===== src/shared/plc_map.vh =====
`ifndef PLC_MAP_VH
`define PLC_MAP_VH
`define PLC_IDX_LED_OVR 8'h18
`define PLC_IDX_PHY_CTL 8'h19
`define PLC_ADDR_LED_OVR 12'h060
`define PLC_ADDR_PHY_CTL 12'h064
`define PLC_ADDR_IRQ_STAT 12'h080
`define PLC_ADDR_IRQ_MASK 12'h084
`define PLC_ADDR_LED_IN 12'h088
`define PLC_LED_OVR_MASK 16'h003F
`define PLC_BIT_SPD_EN 5
`define PLC_BIT_LNK_EN 4
`define PLC_BIT_ACT_EN 3
`define PLC_BIT_SPD_VAL 2
`define PLC_BIT_LNK_VAL 1
`define PLC_BIT_ACT_VAL 0
`define PLC_BIT_XOVER_EN 15
`define PLC_BIT_FORCE_X 14
`define PLC_BIT_PAUSE_RX 13
`define PLC_BIT_PAUSE_TX 12
`define PLC_BIT_INJ_ERR 11
`define PLC_BIT_LONG_SEQ 10
`define PLC_BIT_PASS 9
`define PLC_BIT_RUN 8
`define PLC_BIT_BYPASS 7
`define PLC_PHY_CTL_WMASK 16'hC5FF
`define PLC_IRQ_BITS 3
`define PLC_IRQ_FAIL 0
`define PLC_IRQ_PAUSE 1
`define PLC_IRQ_INJ 2
`endif


===== src/verilog/plc_pause_resolve.v =====
`timescale 1ns/100ps
// pause resolution from advertised [11:10] pairs: asym, sym
module plc_pause_resolve (
    input wire [1:0] local_pause,
    input wire [1:0] partner_pause,
    input wire full_duplex,
    output reg pause_rx,
    output reg pause_tx
);
    always @* begin
        pause_rx = 1'b0;
        pause_tx = 1'b0;
        if (full_duplex) begin
            if (local_pause[0] && partner_pause[0]) begin
                pause_rx = 1'b1;
                pause_tx = 1'b1;
            end else if (local_pause == 2'h3 && partner_pause == 2'h2) begin
                pause_rx = 1'b1;
            end else if (local_pause == 2'h2 && partner_pause == 2'h3) begin
                pause_tx = 1'b1;
            end
        end
    end
endmodule // plc_pause_resolve


===== src/verilog/plc_led_mux.v =====
`timescale 1ns/100ps
// one indicator: stretched or raw, then optional override
module plc_led_mux (
    input wire raw_ind,
    input wire stretched_ind,
    input wire bypass,
    input wire override_en,
    input wire forced_value,
    output wire led_out
);
    wire normal_w;
    assign normal_w = bypass ? raw_ind : stretched_ind;
    assign led_out = override_en ? forced_value : normal_w;
endmodule // plc_led_mux


===== src/verilog/plc_regs.v =====
// Function
// - upper ten override bits ignored, read zero
// - override enable makes LED follow forced value
// - bits 2:0 hold forced levels, reset zero
// - reads return stored settings, not pins
// - bit 15 enables auto crossover, strap reset
// - bit 14 forces crossed pairs, reset zero
// - bit 13 reports pause receive resolution
// - bit 12 reports pause transmit resolution
// - pause bits only when full duplex
// - bit 11 injects one error, self clears
// - bit 9 pass flag, fail latched until the irq fail status bit is cleared
// - bit 7 bypasses LED stretching
`timescale 1ns/100ps
`include "plc_map.vh"
module plc_regs (
    input wire core_clk,
    input wire reset,
    input wire psel,
    input wire penable,
    input wire pwrite,
    input wire [11:0] paddr,
    input wire [31:0] pwdata,
    output wire pready,
    output reg [31:0] prdata,
    output wire pslverr,
    input wire strap_auto_crossover,
    input wire strap_mode_bit0,
    input wire [4:0] strap_port_addr,
    input wire [1:0] local_advertise_pause,
    input wire [1:0] partner_ability_pause,
    input wire hcd_full_duplex,
    input wire selftest_error,
    input wire [2:0] raw_indicators,
    input wire [2:0] stretched_indicators,
    output wire speed_indicator_out,
    output wire link_indicator_out,
    output wire activity_collision_indicator_out,
    output wire auto_crossover_enable,
    output wire force_pair_crossover,
    output wire pause_rx_enable,
    output wire pause_tx_enable,
    output reg selftest_inject_error,
    output wire selftest_long_sequence_sel,
    output wire selftest_run,
    output wire indicator_stretch_bypass,
    output wire [1:0] indicator_mode_select,
    output wire [4:0] port_mgmt_address,
    output wire irq
);
    reg [5:0] led_ovr_q;
    reg [15:0] phy_ctl_q;
    reg strap_done_q;
    reg pass_q;
    reg [2:0] irq_stat_q;
    reg [2:0] irq_mask_q;
    reg [2:0] irq_stat_d;
    reg pause_any_q;
    wire pause_rx_w;
    wire pause_tx_w;
    wire wr_w;
    wire rd_w;
    wire [15:0] phy_ctl_rd_w;
    wire [2:0] led_en_w;
    wire [2:0] led_val_w;
    wire [2:0] led_out_w;

    assign wr_w = psel && penable && pwrite;
    assign rd_w = psel && !pwrite;
    // zero-wait slave; unmapped addresses read zero and flag slverr
    assign pready = 1'b1;
    assign pslverr = psel && penable && !(paddr == `PLC_ADDR_LED_OVR ||
        paddr == `PLC_ADDR_PHY_CTL || paddr == `PLC_ADDR_IRQ_STAT ||
        paddr == `PLC_ADDR_IRQ_MASK || paddr == `PLC_ADDR_LED_IN);

    plc_pause_resolve u_pause (
        .local_pause(local_advertise_pause),
        .partner_pause(partner_ability_pause),
        .full_duplex(hcd_full_duplex),
        .pause_rx(pause_rx_w),
        .pause_tx(pause_tx_w)
    );

    assign led_en_w = {led_ovr_q[`PLC_BIT_SPD_EN], led_ovr_q[`PLC_BIT_LNK_EN],
        led_ovr_q[`PLC_BIT_ACT_EN]};
    assign led_val_w = led_ovr_q[2:0];

    genvar i;
    generate
        for (i = 0; i < 3; i = i + 1) begin : g_led
            plc_led_mux u_mux (
                .raw_ind(raw_indicators[i]),
                .stretched_ind(stretched_indicators[i]),
                .bypass(phy_ctl_q[`PLC_BIT_BYPASS]),
                .override_en(led_en_w[i]),
                .forced_value(led_val_w[i]),
                .led_out(led_out_w[i])
            );
        end
    endgenerate

    // index 2 speed, 1 link, 0 activity/collision
    assign speed_indicator_out = led_out_w[2];
    assign link_indicator_out = led_out_w[1];
    assign activity_collision_indicator_out = led_out_w[0];

    assign auto_crossover_enable = phy_ctl_q[`PLC_BIT_XOVER_EN];
    assign force_pair_crossover = phy_ctl_q[`PLC_BIT_FORCE_X];
    assign pause_rx_enable = pause_rx_w;
    assign pause_tx_enable = pause_tx_w;
    assign selftest_long_sequence_sel = phy_ctl_q[`PLC_BIT_LONG_SEQ];
    assign selftest_run = phy_ctl_q[`PLC_BIT_RUN];
    assign indicator_stretch_bypass = phy_ctl_q[`PLC_BIT_BYPASS];
    // mode select is bits 6:5 as a two-bit value; bit 6 counts
    assign indicator_mode_select = phy_ctl_q[6:5];
    assign port_mgmt_address = phy_ctl_q[4:0];
    assign irq = |(irq_stat_q & irq_mask_q);

    assign phy_ctl_rd_w = {phy_ctl_q[15:14], pause_rx_w, pause_tx_w,
        1'b0, phy_ctl_q[10], pass_q, phy_ctl_q[8:0]};

    // straps are caught on the first clock after reset release, not in the reset branch
    always @(posedge core_clk or posedge reset) begin
        if (reset) begin
            led_ovr_q <= 6'h00;
            phy_ctl_q <= 16'h0000;
            strap_done_q <= 1'b0;
            selftest_inject_error <= 1'b0;
        end else begin
            selftest_inject_error <= 1'b0;
            if (!strap_done_q) begin
                strap_done_q <= 1'b1;
                phy_ctl_q[`PLC_BIT_XOVER_EN] <= strap_auto_crossover;
                phy_ctl_q[5] <= strap_mode_bit0;
                phy_ctl_q[4:0] <= strap_port_addr;
            end else if (wr_w && paddr == `PLC_ADDR_LED_OVR) begin
                led_ovr_q <= pwdata[5:0];
            end else if (wr_w && paddr == `PLC_ADDR_PHY_CTL) begin
                phy_ctl_q <= pwdata[15:0] & `PLC_PHY_CTL_WMASK;
                // one-cycle pulse gives exactly one error; the bit never stores
                selftest_inject_error <= pwdata[`PLC_BIT_INJ_ERR];
            end
        end
    end

    // pass flag: zero while stopped; a fail holds it low until the irq fail status bit is cleared
    always @(posedge core_clk or posedge reset) begin
        if (reset) begin
            pass_q <= 1'b0;
        end else if (!phy_ctl_q[`PLC_BIT_RUN]) begin
            pass_q <= 1'b0;
        end else if (selftest_error) begin
            pass_q <= 1'b0;
        end else if (!pass_q && !(|irq_stat_q[`PLC_IRQ_FAIL]) && strap_done_q) begin
            pass_q <= 1'b1;
        end
    end

    // sticky events; a set in the clearing cycle wins
    always @* begin
        irq_stat_d = irq_stat_q;
        if (wr_w && paddr == `PLC_ADDR_IRQ_STAT) begin
            irq_stat_d = irq_stat_q & ~pwdata[2:0];
        end
        if (phy_ctl_q[`PLC_BIT_RUN] && selftest_error) begin
            irq_stat_d[`PLC_IRQ_FAIL] = 1'b1;
        end
        if ((pause_rx_w | pause_tx_w) != pause_any_q) begin
            irq_stat_d[`PLC_IRQ_PAUSE] = 1'b1;
        end
        if (selftest_inject_error) begin
            irq_stat_d[`PLC_IRQ_INJ] = 1'b1;
        end
    end

    always @(posedge core_clk or posedge reset) begin
        if (reset) begin
            irq_stat_q <= 3'h0;
            irq_mask_q <= 3'h0;
            pause_any_q <= 1'b0;
        end else begin
            irq_stat_q <= irq_stat_d;
            pause_any_q <= pause_rx_w | pause_tx_w;
            if (wr_w && paddr == `PLC_ADDR_IRQ_MASK) begin
                irq_mask_q <= pwdata[2:0];
            end
        end
    end

    // read data registered in setup so it is stable in access
    always @(posedge core_clk or posedge reset) begin
        if (reset) begin
            prdata <= 32'h00000000;
        end else if (rd_w && !penable) begin
            case (paddr)
                `PLC_ADDR_LED_OVR: prdata <= {26'h0000000, led_ovr_q};
                `PLC_ADDR_PHY_CTL: prdata <= {16'h0000, phy_ctl_rd_w};
                `PLC_ADDR_IRQ_STAT: prdata <= {29'h00000000, irq_stat_q};
                `PLC_ADDR_IRQ_MASK: prdata <= {29'h00000000, irq_mask_q};
                `PLC_ADDR_LED_IN: prdata <= {29'h00000000, led_out_w};
                default: prdata <= 32'h00000000;
            endcase
        end
    end
endmodule // plc_regs


===== config.mk =====
export PLATFORM = sky130hd
export DESIGN_NAME = plc_regs
export DESIGN_NICKNAME = d
export VERILOG_FILES = /design/src/verilog/plc_pause_resolve.v /design/src/verilog/plc_led_mux.v /design/src/verilog/plc_regs.v
export VERILOG_INCLUDE_DIRS = /design/src /design/src/shared
export SDC_FILE = /design/constraint.sdc
export NUM_CORES = 1
export LEC_CHECK = 0
export ABC_CLOCK_PERIOD_IN_PS = 1700
export BUFFER_PORTS_ARGS = -buffer_cell sky130_fd_sc_hd__buf_2
export CELL_PAD_IN_SITES_DETAIL_PLACEMENT = 2
export CELL_PAD_IN_SITES_GLOBAL_PLACEMENT = 2
export CORE_MARGIN = 2
export CORE_UTILIZATION = 26
export CTS_CLUSTER_SIZE = 20
export DETAILED_ROUTE_END_ITERATION = 7
export PLACE_DENSITY_LB_ADDON = 0.3
export SYNTH_ARGS = -nofsm -noshare
export SYNTH_HDL_FRONTEND = slang
export SYNTH_HIERARCHICAL = 1
export SYNTH_SLANG_ARGS = --single-unit

===== constraint.sdc =====
create_clock -name core_clk -period 1.7 [get_ports core_clk]
set_input_delay 0.17 -clock core_clk [delete_from_list [all_inputs] [get_ports core_clk]]
set_output_delay 0.17 -clock core_clk [all_outputs]
set_load 0.03 [all_outputs]

==> results of run 1 <==
==> final cells by class <==
class / instances / area, µm² / share of cell area, %
clock buffers: 6 / 72.6 / 2.53
flip-flops and latches: 43 / 1080 / 37.6
well taps: 105 / 131 / 4.59
multi-input cells: 137 / 1010 / 35.3
clock inverters: 2 / 12.5 / 0.437
inverters: 4 / 15.0 / 0.524
repair buffers: 98 / 543 / 19.0
==> metrics by stage <==
stage	std cells	power, mW	TNS (ps)	area [µm²]
after floorplan	211	1.32	0	2300
after global placement	386	1.41	-3740	2770
after detailed placement	386	1.42	-4100	2770
after CTS	395	2.08	0	2860
after global routing	395	2.15	0	2860
final	395	2.05	0	2860
==> cell usage in the layout, fill, tap and decap left out, drive strengths merged, types with 2 or more instances in the layout <==
cell type and instances:
or3b 2, conb 19, a22o 9, clkbuf 6, buf 97, o21ai 9
a22oi 2, mux2 29, nor2 9, nor3b 2, or4 2, inv 4
a21oi 5, o22ai 2, nand2 12, mux2i 10, nand3 3, nor3 2
nand4 2, dfrtp 43
==> worst reg2reg max path, stage by stage, from the launching register on <==
cell     delay (ps)
dfrtp_2         450
mux2i_1         240
o21ai_1         140
mux2_2          290
a32oi_1         190
o31ai_1          90
==> cell families after synthesis <==
logic type | count (synthesis)
AO/OA/AOI/OAI | 34
other | 2
multiplexers | 39
flip-flops | 43
AND/OR/NAND/NOR | 44
buffers and inverters | 31
XOR/XNOR | 1
==> repair_timing <==
| action | 4_1_cts | 5_1_grt |
|---|---|---|
| hold buffers | 1 | 0 |
| setup buffers | 0 | 0 |
| endpoints found under the hold margin | 17 | 0 |
==> power by group through the flow <==
stage,Sequential [mW],Combinational (mW),Clock [mW]
after floorplan,1.11,0.214,0
after global placement,1.08,0.338,0
after detailed placement,1.08,0.344,0
after CTS,1.06,0.347,0.672
after global routing,1.06,0.372,0.718
final,1.06,0.342,0.651
==> worst min path at each step <==
stage / start / end / slack, ps / depth (start not counted)
2_1_floorplan: selftest_error / pass_q / 240 / 1
3_3_place_gp: reset / phy_ctl_q[15] / 190 / 2
3_5_place_dp: reset / phy_ctl_q[15] / 200 / 2
4_1_cts: selftest_error / pass_q / 50 / 2
5_1_grt: selftest_error / pass_q / 40 / 2
6_report: selftest_error / pass_q / 60 / 2
==> metal layers <==
layer  GRT usage [%]  vias to the layer above  part of all wire, %
met5               0                        -                    0
li1                -                      853                    -
met2            24.8                       65                   49
met3            3.03                        5                  5.9
met1            18.0                      929                   44
met4            2.28                        0                 0.65
==> sequential cells by signal, summed over array words and instances, names as in the netlist <==
name,flops
irq_mask_q,3
phy_ctl_q,12
irq_stat_q,3
pass_q,1
led_ovr_q,6
pause_any_q,1
selftest_inject_error,1
strap_done_q,1
prdata,15
==> impl_metrics.prom, run 1 <==
# TYPE chip_impl_metric gauge
chip_impl_metric{name="logic_depth_of_the_worst_setup_path_including_buffers",unit=""} 3
chip_impl_info{name="post_synth_main_area_contributors",value="dfrtp_1 48%, mux2_2 15%, buf_4 6.7%, mux2i_1 4.5%, a22o_1 3.5%"} 1
chip_impl_info{name="crit-reg2reg-launch",value="phy_ctl_q[7]"} 1
chip_impl_metric{name="post_synth_mux_area_share",unit="%"} 19.1
chip_impl_metric{name="layout_min_cycle_time",unit="ps"} 1600
chip_impl_metric{name="synthArstFlopShare",unit="%"} 100
chip_impl_metric{name="post_synth.cell_area_avg",unit="µm²"} 11.5
chip_impl_metric{name="final.hold.worst_slack",unit="ps"} 58.7
chip_impl_metric{name="dieHeight",unit="µm"} 96.7
chip_impl_metric{name="clock_latency",unit="ps"} 290
chip_impl_metric{name="layout.filler_cells",unit=""} 952
chip_impl_metric{name="critPathArrivalTime",unit="ps"} 1430
chip_impl_metric{name="grt_first_pass_wirelength",unit="µm"} 10600
chip_impl_metric{name="synth_top_cell_area_share",unit="%"} 48.2
chip_impl_metric{name="synthXorXnorAreaFrac",unit="%"} 0.392
chip_impl_metric{name="fp.coreArea",unit="µm²"} 8260
chip_impl_metric{name="vdd_ir_max",unit="mV"} 0.324
chip_impl_info{name="synthMostInstantiatedCell",value="dfrtp_1"} 1
chip_impl_metric{name="dieArea",unit="µm²"} 9350
chip_impl_info{name="worstSetupStartpoint",value="phy_ctl_q[7]"} 1
chip_impl_info{name="hp-class",value="input pin to flop"} 1
chip_impl_metric{name="timing.reg2reg.worst_path_depth",unit=""} 5
chip_impl_info{name="cts_root_buf",value="clkbuf_8"} 1
chip_impl_metric{name="die_w",unit="µm"} 96.7
chip_impl_metric{name="route.vias.total",unit=""} 1852
chip_impl_metric{name="synth-simple-area-share",unit="%"} 11.7
chip_impl_metric{name="clock.fmax",unit="MHz"} 624
chip_impl_metric{name="yosysUniqueCellTypes",unit=""} 43
chip_impl_metric{name="viasPerCell",unit=""} 4.69
chip_impl_metric{name="routabilityCongestion",unit=""} 0.752
chip_impl_metric{name="grt.overflow.total",unit=""} 0
chip_impl_info{name="critical_path.cell_chain",value="mux2i_1, o21ai_1, buf_2"} 1
chip_impl_metric{name="power.share.switching",unit="%"} 29.1
chip_impl_metric{name="grt_use_total",unit="%"} 14.1
chip_impl_metric{name="clkSinkCount",unit=""} 43
chip_impl_metric{name="drv_slew",unit=""} 0
chip_impl_metric{name="detail_route.iter0.violations",unit=""} 34
chip_impl_metric{name="max_stage_delay_on_crit_path",unit="ps"} 470
chip_impl_metric{name="syn-instance-count",unit=""} 194
chip_impl_metric{name="place.port_buffers",unit=""} 83
chip_impl_metric{name="netlist_area_pre_place",unit="µm²"} 2230
chip_impl_metric{name="path_buf_inv",unit=""} 1
chip_impl_metric{name="internal_cell_power",unit="mW"} 1.45
chip_impl_metric{name="synth_compound_gate_area_share",unit="%"} 10.7
chip_impl_metric{name="n_antenna_cell",unit=""} 0
chip_impl_metric{name="final_antenna_net_count",unit=""} 0
chip_impl_metric{name="timing.max_cap.violations",unit=""} 0
chip_impl_metric{name="number_of_enable_type_register_cells_in_the_synthesized_netlist",unit=""} 0
chip_impl_metric{name="grt_start_max_net_pins",unit=""} 27
chip_impl_metric{name="floorplan.initialDensity",unit="%"} 27.1
chip_impl_metric{name="timing.final.ws_setup",unit="ps"} 98.1
chip_impl_metric{name="fin_skew",unit="ps"} 6.66
chip_impl_info{name="setup.worst_path.end",value="link_indicator_out"} 1
chip_impl_metric{name="p_switching",unit="mW"} 0.597
chip_impl_metric{name="ctsHtreeMaxLevel",unit=""} 2
chip_impl_metric{name="detail_route.first_pass.iterations",unit=""} 4
chip_impl_metric{name="final_layout_size_suffix_gt1_share",unit="%"} 48.6
chip_impl_metric{name="path_clk_slew",unit="ps"} 90
chip_impl_info{name="r2r_end",value="prdata[1]"} 1
chip_impl_metric{name="register_bit_total_from_synthesis",unit=""} 43
chip_impl_info{name="post_synth_most_frequent_cells",value="43 x dfrtp_1, 29 x mux2_2, 20 x buf_4"} 1
chip_impl_metric{name="finalNetCount",unit=""} 357
chip_impl_info{name="dominantRegCellSynth",value="dfrtp_1"} 1
chip_impl_metric{name="timing.reg2reg.setup_slack",unit="ps"} 190
chip_impl_metric{name="numCtsBuffers",unit=""} 5
chip_impl_metric{name="postCtsResizedCells",unit=""} 0
chip_impl_metric{name="route.detailed.drc",unit=""} 0
chip_impl_metric{name="power.density_cell_area",unit="nW/µm²"} 716
chip_impl_metric{name="final_util",unit="%"} 34.7
chip_impl_info{name="timing.critical_path.to_type",value="output pin"} 1
chip_impl_metric{name="avgRoutedWirePerCell",unit="µm"} 16.7
chip_impl_metric{name="final_hold_viol_count",unit=""} 0
chip_impl_info{name="run_status",value="finished clean"} 1
chip_impl_info{name="unrepaired_setup_endpoints_after_global_routing",value="false"} 1
chip_impl_metric{name="synth_warnings",unit=""} 6
chip_impl_info{name="netlist.top_cell.by_area",value="dfrtp_1"} 1
chip_impl_metric{name="timing.critical_path.required",unit="ps"} 1530
chip_impl_metric{name="power.share.clock",unit="%"} 31.8
chip_impl_metric{name="placement.setup.worst_slack",unit="ps"} -187
chip_impl_metric{name="post-route-period-util",unit="%"} 94.2
chip_impl_metric{name="ctsLongestPathBuffers",unit=""} 2
chip_impl_metric{name="seqPwrFrac",unit="%"} 51.5
chip_impl_metric{name="rows",unit=""} 33
chip_impl_info{name="tritoncts_clock_tree",value="yes"} 1
chip_impl_metric{name="vias_in_the_first_global_route",unit=""} 1959
chip_impl_metric{name="synthToLayoutAreaGrowth",unit="%"} 28.1
chip_impl_info{name="critical_path.slowest_cell",value="dfrtp_2"} 1
chip_impl_metric{name="post-dp-hpwl",unit="µm"} 5030
chip_impl_metric{name="cp_max_fo",unit=""} 6
chip_impl_info{name="worstSetupPathType",value="flop to output pin"} 1
chip_impl_metric{name="finalSetupViolCount",unit=""} 0
chip_impl_metric{name="ys_seq_area_share",unit="%"} 48.2
chip_impl_metric{name="num_io_pins",unit=""} 121
chip_impl_info{name="synth_top_family_by_area",value="multiplexers"} 1
chip_impl_metric{name="drt-total-wl",unit="µm"} 6600
chip_impl_info{name="cpLargestDelayFamily",value="flip-flops"} 1
chip_impl_metric{name="initial_antenna_violation_count",unit=""} 0
chip_impl_metric{name="leakage_power",unit="nW"} 1.49
chip_impl_metric{name="synth_adder_area_share",unit="%"} 0
chip_impl_metric{name="power_frac_comb",unit="%"} 16.7
chip_impl_info{name="critical_path.startpoint_type",value="flop"} 1
Note: power is estimated with default switching activity, not from simulation.
==> run 2, diff against run 1 <==
--- a/config.mk
+++ b/config.mk
@@ -6,10 +6,11 @@
 export SDC_FILE = /design/constraint.sdc
 export NUM_CORES = 1
 export LEC_CHECK = 0
-export ABC_CLOCK_PERIOD_IN_PS = 1700
+export ABC_CLOCK_PERIOD_IN_PS = 1600
 export BUFFER_PORTS_ARGS = -buffer_cell sky130_fd_sc_hd__buf_2
 export CELL_PAD_IN_SITES_DETAIL_PLACEMENT = 2
 export CELL_PAD_IN_SITES_GLOBAL_PLACEMENT = 2
+export CORE_ASPECT_RATIO = 1.5
 export CORE_MARGIN = 2
 export CORE_UTILIZATION = 26
 export CTS_CLUSTER_SIZE = 20
==> constraint.sdc (replaced) <==
create_clock -name core_clk -period 1.6 [get_ports core_clk]
set_input_delay 0.16 -clock core_clk [delete_from_list [all_inputs] [get_ports core_clk]]
set_output_delay 0.16 -clock core_clk [all_outputs]
set_load 0.03 [all_outputs]
==> run 2 against run 1 <==
  * Critical path depth up 1
  * Sequential power up 6%
  * Combinational power up 11%
  * First-iteration DRC count up 120%
  * Via count up 1.1%
  * Clock skew about the same
  * Worst hold slack worse by 2.7 ps
  * Largest cell class unchanged
==> impl_metrics.prom, run 2 (synthesis results as in run 1) <==
# TYPE chip_impl_metric gauge
chip_impl_info{name="run_status",value="finished clean"} 1
chip_impl_info{name="unrepaired_setup_endpoints_after_global_routing",value="true"} 1
chip_impl_info{name="largestRegisters",value="prdata (15), phy_ctl_q (12), led_ovr_q (6)"} 1
chip_impl_metric{name="route.detailed.drc",unit=""} 0
chip_impl_metric{name="detail_route.iter0.violations",unit=""} 76
chip_impl_metric{name="design_power_total",unit="mW"} 2.64
chip_impl_metric{name="global_route.usage.met1",unit="%"} 16.8
chip_impl_metric{name="floorplan.initialDensity",unit="%"} 26.7
chip_impl_metric{name="max_stage_delay_on_crit_path",unit="ps"} 460
chip_impl_metric{name="setup_total_negative_slack",unit="ps"} 0
chip_impl_metric{name="initial_antenna_violation_count",unit=""} 0
chip_impl_info{name="critical_path.cell_chain",value="buf_4, mux2i_2, o21ai_2, buf_4"} 1
chip_impl_metric{name="final.hold.worst_slack",unit="ps"} 55.9
chip_impl_metric{name="viasPerCell",unit=""} 4.65
chip_impl_info{name="layout.cells.most_common",value="buf_2"} 1
chip_impl_metric{name="synthToLayoutAreaGrowth",unit="%"} 34.9
chip_impl_metric{name="place.port_buffers",unit=""} 83
chip_impl_info{name="path_common_cell",value="buf_4"} 1
chip_impl_info{name="timing.critical_path.to_type",value="output pin"} 1
chip_impl_metric{name="timing.final.ws_setup",unit="ps"} 45.5
chip_impl_metric{name="detail_route.first_pass.iterations",unit=""} 4
chip_impl_metric{name="finalNetCount",unit=""} 363
chip_impl_metric{name="finalSetupViolCount",unit=""} 0
chip_impl_metric{name="drt-total-wl",unit="µm"} 6780
chip_impl_metric{name="final_util",unit="%"} 36.1
chip_impl_metric{name="die_w",unit="µm"} 79.7
chip_impl_metric{name="rows",unit=""} 41
chip_impl_metric{name="numCtsBuffers",unit=""} 5
chip_impl_metric{name="max_ffs_per_register",unit=""} 15
chip_impl_info{name="cpLargestDelayFamily",value="flip-flops"} 1
chip_impl_metric{name="cp_max_fo",unit=""} 5
chip_impl_metric{name="leakage_power",unit="nW"} 1.56
chip_impl_metric{name="dieArea",unit="µm²"} 9370
chip_impl_metric{name="post-dp-hpwl",unit="µm"} 5140
chip_impl_info{name="top_register",value="prdata"} 1
chip_impl_metric{name="power.density_cell_area",unit="nW/µm²"} 875
chip_impl_metric{name="grt_start_max_net_pins",unit=""} 44
chip_impl_metric{name="global_route.usage.met3",unit="%"} 2.91
chip_impl_metric{name="n_antenna_cell",unit=""} 0
chip_impl_metric{name="fin_skew",unit="ps"} 6.32
chip_impl_metric{name="timing.critical_path.required",unit="ps"} 1440
chip_impl_metric{name="avgRoutedWirePerCell",unit="µm"} 16.8
chip_impl_metric{name="path_buf_inv",unit=""} 2
chip_impl_metric{name="clock_latency",unit="ps"} 280
chip_impl_metric{name="grt_use_total",unit="%"} 15.1
chip_impl_metric{name="dieHeight",unit="µm"} 118
chip_impl_metric{name="post-route-period-util",unit="%"} 97.2
chip_impl_info{name="tritoncts_clock_tree",value="yes"} 1
chip_impl_info{name="most_congested_layer_reported_by_global_routing",value="met2"} 1
chip_impl_info{name="hp-class",value="input pin to flop"} 1
chip_impl_metric{name="routabilityCongestion",unit=""} 0.840
chip_impl_metric{name="grt_first_pass_wirelength",unit="µm"} 10700
chip_impl_metric{name="ctsLongestPathBuffers",unit=""} 2
chip_impl_metric{name="timing.max_cap.violations",unit=""} 0
chip_impl_metric{name="drv_slew",unit=""} 0
chip_impl_metric{name="critPathArrivalTime",unit="ps"} 1390
chip_impl_metric{name="route.vias.total",unit=""} 1872
chip_impl_metric{name="final_antenna_net_count",unit=""} 0
chip_impl_info{name="critical_path.startpoint_type",value="flop"} 1
chip_impl_metric{name="num_io_pins",unit=""} 121
chip_impl_metric{name="vdd_ir_max",unit="mV"} 0.390
chip_impl_metric{name="layout_min_cycle_time",unit="ps"} 1550
chip_impl_info{name="worstSetupPathType",value="flop to output pin"} 1
chip_impl_metric{name="clock.fmax",unit="MHz"} 643
chip_impl_metric{name="ctsHtreeMaxLevel",unit=""} 2
chip_impl_metric{name="final_layout_size_suffix_gt1_share",unit="%"} 51.4
chip_impl_metric{name="groute.layer.met2.usage",unit="%"} 28.2
chip_impl_metric{name="grt.overflow.total",unit=""} 0
chip_impl_info{name="cts_root_buf",value="clkbuf_16"} 1
chip_impl_info{name="most-common-layout-cells",value="82 x buf_2, 42 x dfrtp_1, 29 x mux2_2, 20 x buf_4, 19 x conb_1"} 1
chip_impl_info{name="critical_path.slowest_cell",value="dfrtp_2"} 1
chip_impl_metric{name="vias_in_the_first_global_route",unit=""} 2061
chip_impl_metric{name="fp.coreArea",unit="µm²"} 8360
chip_impl_metric{name="placement.setup.worst_slack",unit="ps"} -209
chip_impl_metric{name="clkSinkCount",unit=""} 43
chip_impl_metric{name="final_hold_viol_count",unit=""} 0
chip_impl_metric{name="path_clk_slew",unit="ps"} 60
==> run 2: cell types whose count changed in the layout (fill, tap and decap cells not counted), sizes merged <==
cell and change:
buf +6, bufinv +1, clkbuf +1, clkinv -1, clkinvlp -1
==> run 2: final cells by class <==
type,count,area [µm²]
clock buffer,7,133
fill,946,5350
clock inverter,1,30.0
timing repair buffer,104,591
sequential,43,1080
multi-input combinational,137,1040
tap,107,134
inverter,4,15.0
==> run 2: what timing repair did <==
| item | 4_1_cts | 5_1_grt |
|---|---|---|
| hold buffers | 1 | 0 |
| endpoints found under the hold margin | 43 | 0 |
| buffers inserted | 2 | 0 |
| pin swaps | 1 | 0 |
| gates resized for setup | 0 | 6 |
| setup endpoints to repair | 1 | 4 |
==> run 2: worst register-to-register path, stage by stage (launching register included) <==
cell and delay, ps:
dfrtp_2 440, mux2i_2 280, o21ai_2 100, mux2_2 280, a32oi_2 220, o31ai_1 90
==> run 2: worst paths after layout <==
kind                                startpoint                   to  slack, ps  cells after the start
worst max register to register    phy_ctl_q[7]            prdata[1]         60                      5
worst min-delay path            selftest_error               pass_q         60                      2
worst min register to register       prdata[5]            prdata[5]        480                      2
max in group asynchronous                reset            prdata[1]        900                      4
worst max-delay path              phy_ctl_q[7]  speed_indicator_out         50                      4
min in group asynchronous                reset        phy_ctl_q[15]        470                      4
==> run 2: per-layer routing <==
metal | wire length [µm] | vias up | share of wire (%)
met3 | 391 | 5 | 5.8
met5 | 0 | - | 0
met1 | 2460 | 935 | 36
met2 | 3850 | 66 | 57
li1 | - | 866 | -
met4 | 81 | 0 | 1.2
==> run 2: per-stage QoR <==
step | area (µm²) | std cells
5_1_grt | 3020 | 403
2_1_floorplan | 2310 | 211
3_3_place_gp | 2810 | 392
3_5_place_dp | 2810 | 392
6_report | 3020 | 403
4_1_cts | 3000 | 403
==> run 2: power breakdown <==
part	total, mW	internal [mW]	switching (mW)
registers	1.12	1.11	0.0150
clock network	1.13	0.738	0.397
logic	0.378	0.140	0.239
==> run 3, diff against run 2 <==
--- a/config.mk
+++ b/config.mk
@@ -10,7 +10,7 @@
 export BUFFER_PORTS_ARGS = -buffer_cell sky130_fd_sc_hd__buf_2
 export CELL_PAD_IN_SITES_DETAIL_PLACEMENT = 2
 export CELL_PAD_IN_SITES_GLOBAL_PLACEMENT = 2
-export CORE_ASPECT_RATIO = 1.5
+export CORE_ASPECT_RATIO = 1.2
 export CORE_MARGIN = 2
 export CORE_UTILIZATION = 26
 export CTS_CLUSTER_SIZE = 20
==> run 3 against run 2 <==
  * Clock power fell by 40%
  * Combinational power barely moved
  * Final cell count rose by 3.7%
  * Largest cell class unchanged
  * Highest routed layer unchanged
==> impl_metrics.prom, run 3 (synthesis results as in run 1) <==
# TYPE chip_impl_metric gauge
chip_impl_info{name="tritoncts_clock_tree",value="yes"} 1
chip_impl_info{name="worstSetupPathType",value="flop to output pin"} 1
chip_impl_metric{name="layout.filler_cells",unit=""} 979
chip_impl_metric{name="detail_route.iter0.violations",unit=""} 45
chip_impl_metric{name="stdcell_count",unit=""} 418
chip_impl_metric{name="n_antenna_cell",unit=""} 0
chip_impl_metric{name="path_buf_inv",unit=""} 2
chip_impl_metric{name="ctsHtreeMaxLevel",unit=""} 2
chip_impl_metric{name="fin_skew",unit="ps"} 7.54
chip_impl_metric{name="grt_use_total",unit="%"} 15.4
chip_impl_info{name="cts_root_buf",value="clkbuf_8"} 1
chip_impl_metric{name="leakage_power",unit="nW"} 1.55
chip_impl_info{name="largestRegisters",value="prdata (15), phy_ctl_q (12), led_ovr_q (6)"} 1
chip_impl_info{name="top_register",value="prdata"} 1
chip_impl_metric{name="post-dp-hpwl",unit="µm"} 5420
chip_impl_metric{name="place.port_buffers",unit=""} 83
chip_impl_metric{name="route.vias.total",unit=""} 1902
chip_impl_metric{name="drt-total-wl",unit="µm"} 7000
chip_impl_metric{name="dieArea",unit="µm²"} 9360
chip_impl_info{name="critical_path.startpoint_type",value="flop"} 1
chip_impl_metric{name="max_stage_delay_on_crit_path",unit="ps"} 420
chip_impl_metric{name="cp_max_fo",unit=""} 3
chip_impl_info{name="layout.cells.most_common",value="buf_2"} 1
chip_impl_metric{name="layout_min_cycle_time",unit="ps"} 1530
chip_impl_metric{name="ctsLongestPathBuffers",unit=""} 2
chip_impl_metric{name="final_antenna_net_count",unit=""} 0
chip_impl_info{name="critical_path.cell_chain",value="a222oi_1, inv_1, buf_6"} 1
chip_impl_metric{name="clock_latency",unit="ps"} 290
chip_impl_info{name="timing.critical_path.to_type",value="output pin"} 1
chip_impl_metric{name="route.detailed.drc",unit=""} 0
chip_impl_info{name="cpLargestDelayFamily",value="flip-flops"} 1
chip_impl_metric{name="finalNetCount",unit=""} 368
chip_impl_metric{name="grt_first_pass_wirelength",unit="µm"} 11000
chip_impl_info{name="most-common-layout-cells",value="82 x buf_2, 42 x dfrtp_1, 29 x mux2_2, 25 x buf_4, 19 x conb_1"} 1
chip_impl_metric{name="finalSetupViolCount",unit=""} 0
chip_impl_metric{name="vias_in_the_first_global_route",unit=""} 2117
chip_impl_metric{name="power.density_cell_area",unit="nW/µm²"} 732
chip_impl_metric{name="timing.max_cap.violations",unit=""} 0
chip_impl_metric{name="numPlacedInstances",unit=""} 404
chip_impl_metric{name="max_ffs_per_register",unit=""} 15
chip_impl_metric{name="initial_antenna_violation_count",unit=""} 0
chip_impl_metric{name="routabilityCongestion",unit=""} 0.825
chip_impl_metric{name="timing.critical_path.required",unit="ps"} 1440
chip_impl_metric{name="final_hold_viol_count",unit=""} 0
chip_impl_metric{name="die_w",unit="µm"} 88.6
chip_impl_metric{name="drv_slew",unit=""} 0
chip_impl_metric{name="clock.fmax",unit="MHz"} 652
chip_impl_metric{name="post-route-period-util",unit="%"} 95.9
chip_impl_metric{name="rows",unit=""} 37
chip_impl_metric{name="final_util",unit="%"} 35.0
chip_impl_metric{name="floorplan.initialDensity",unit="%"} 26.4
chip_impl_metric{name="viasPerCell",unit=""} 4.55
chip_impl_metric{name="critPathArrivalTime",unit="ps"} 1370
chip_impl_metric{name="clkSinkCount",unit=""} 43
chip_impl_info{name="run_status",value="finished clean"} 1
chip_impl_metric{name="fp.coreArea",unit="µm²"} 8470
chip_impl_metric{name="path_clk_slew",unit="ps"} 80
chip_impl_info{name="hp-class",value="input pin to flop"} 1
chip_impl_metric{name="avgRoutedWirePerCell",unit="µm"} 16.7
chip_impl_metric{name="vdd_ir_max",unit="mV"} 0.277
chip_impl_metric{name="detail_route.first_pass.iterations",unit=""} 4
chip_impl_metric{name="grt.overflow.total",unit=""} 0
chip_impl_metric{name="dieHeight",unit="µm"} 106
chip_impl_metric{name="synthToLayoutAreaGrowth",unit="%"} 32.8
chip_impl_metric{name="final_layout_size_suffix_gt1_share",unit="%"} 51.8
chip_impl_metric{name="numCtsBuffers",unit=""} 5
chip_impl_info{name="unrepaired_setup_endpoints_after_global_routing",value="true"} 1
chip_impl_info{name="critical_path.slowest_cell",value="dfrtp_1"} 1
chip_impl_metric{name="grt_start_max_net_pins",unit=""} 18
chip_impl_metric{name="num_io_pins",unit=""} 121
-- run 3: changes by cell type in the layout (fill, tap and decap cells not counted), sizes merged --
cell | before | now
buf | 103 | 108
bufinv | 1 | 0
clkinv | 0 | 1
-- run 3: worst paths after layout --
check	from	end	slack (ps)	depth (start not counted)
worst max-delay path	irq_stat_q[1]	irq	70	3
min in group asynchronous	reset	led_ovr_q[4]	370	3
max in group asynchronous	reset	pause_any_q	680	4
worst min-delay path	selftest_error	pass_q	40	2
worst min register to register	prdata[5]	prdata[5]	500	2
worst max register to register	phy_ctl_q[7]	prdata[2]	90	6
-- run 3: routing by layer --
metal	vias to the layer above	GRT usage (%)	part of all wire [%]
met5	-	0	0
met4	0	3.46	0.84
met3	6	2.82	4.9
met2	59	27.7	53
met1	961	18.7	41
li1	876	-	-
-- run 3: timing repair --
item,CTS,global route
setup buffers,1,4
setup endpoints to repair,1,4
endpoints found under the hold margin,14,0
gates resized for setup,0,7
hold buffers,1,0
pin swaps,1,2
-- run 3: worst reg2reg max path, cell delays in order, from the launching register on --
cell	delay (ps)
dfrtp_2	460
mux2i_1	290
o21ai_2	100
mux2i_1	140
o22ai_1	100
a22oi_1	190
o21ai_0	120
-- run 3: power breakdown --
group	internal (mW)	switching (mW)
clock	0.307	0.366
combinational	0.139	0.239
sequential	1.11	0.0152
total	1.55	0.620
-- run 3: cell type report --
cell class,count,area (µm²),area share [%]
tap,117,146,4.93
timing repair buffer,109,619,20.9
clock inverter,1,5.00,0.169
multi-input combinational,137,1030,34.7
inverter,4,15.0,0.506
clock buffer,7,76.3,2.57
sequential,43,1080,36.3
-- run 3: metrics by stage --
stage / setup TNS [ps] / total power [mW] / hold slack, ps / setup WS, ps / instance area (µm²)
floorplan: -500 / 1.41 / 230 / -53.2 / 2310
finish: 0 / 2.17 / 36.6 / 65.7 / 2970
CTS: 0 / 2.20 / 29.2 / 9.84 / 2920
global route: -17.5 / 2.29 / 43.4 / -10.9 / 2970
global placement: -4990 / 1.51 / 148 / -168 / 2830
detailed placement: -6560 / 1.52 / 150 / -216 / 2830
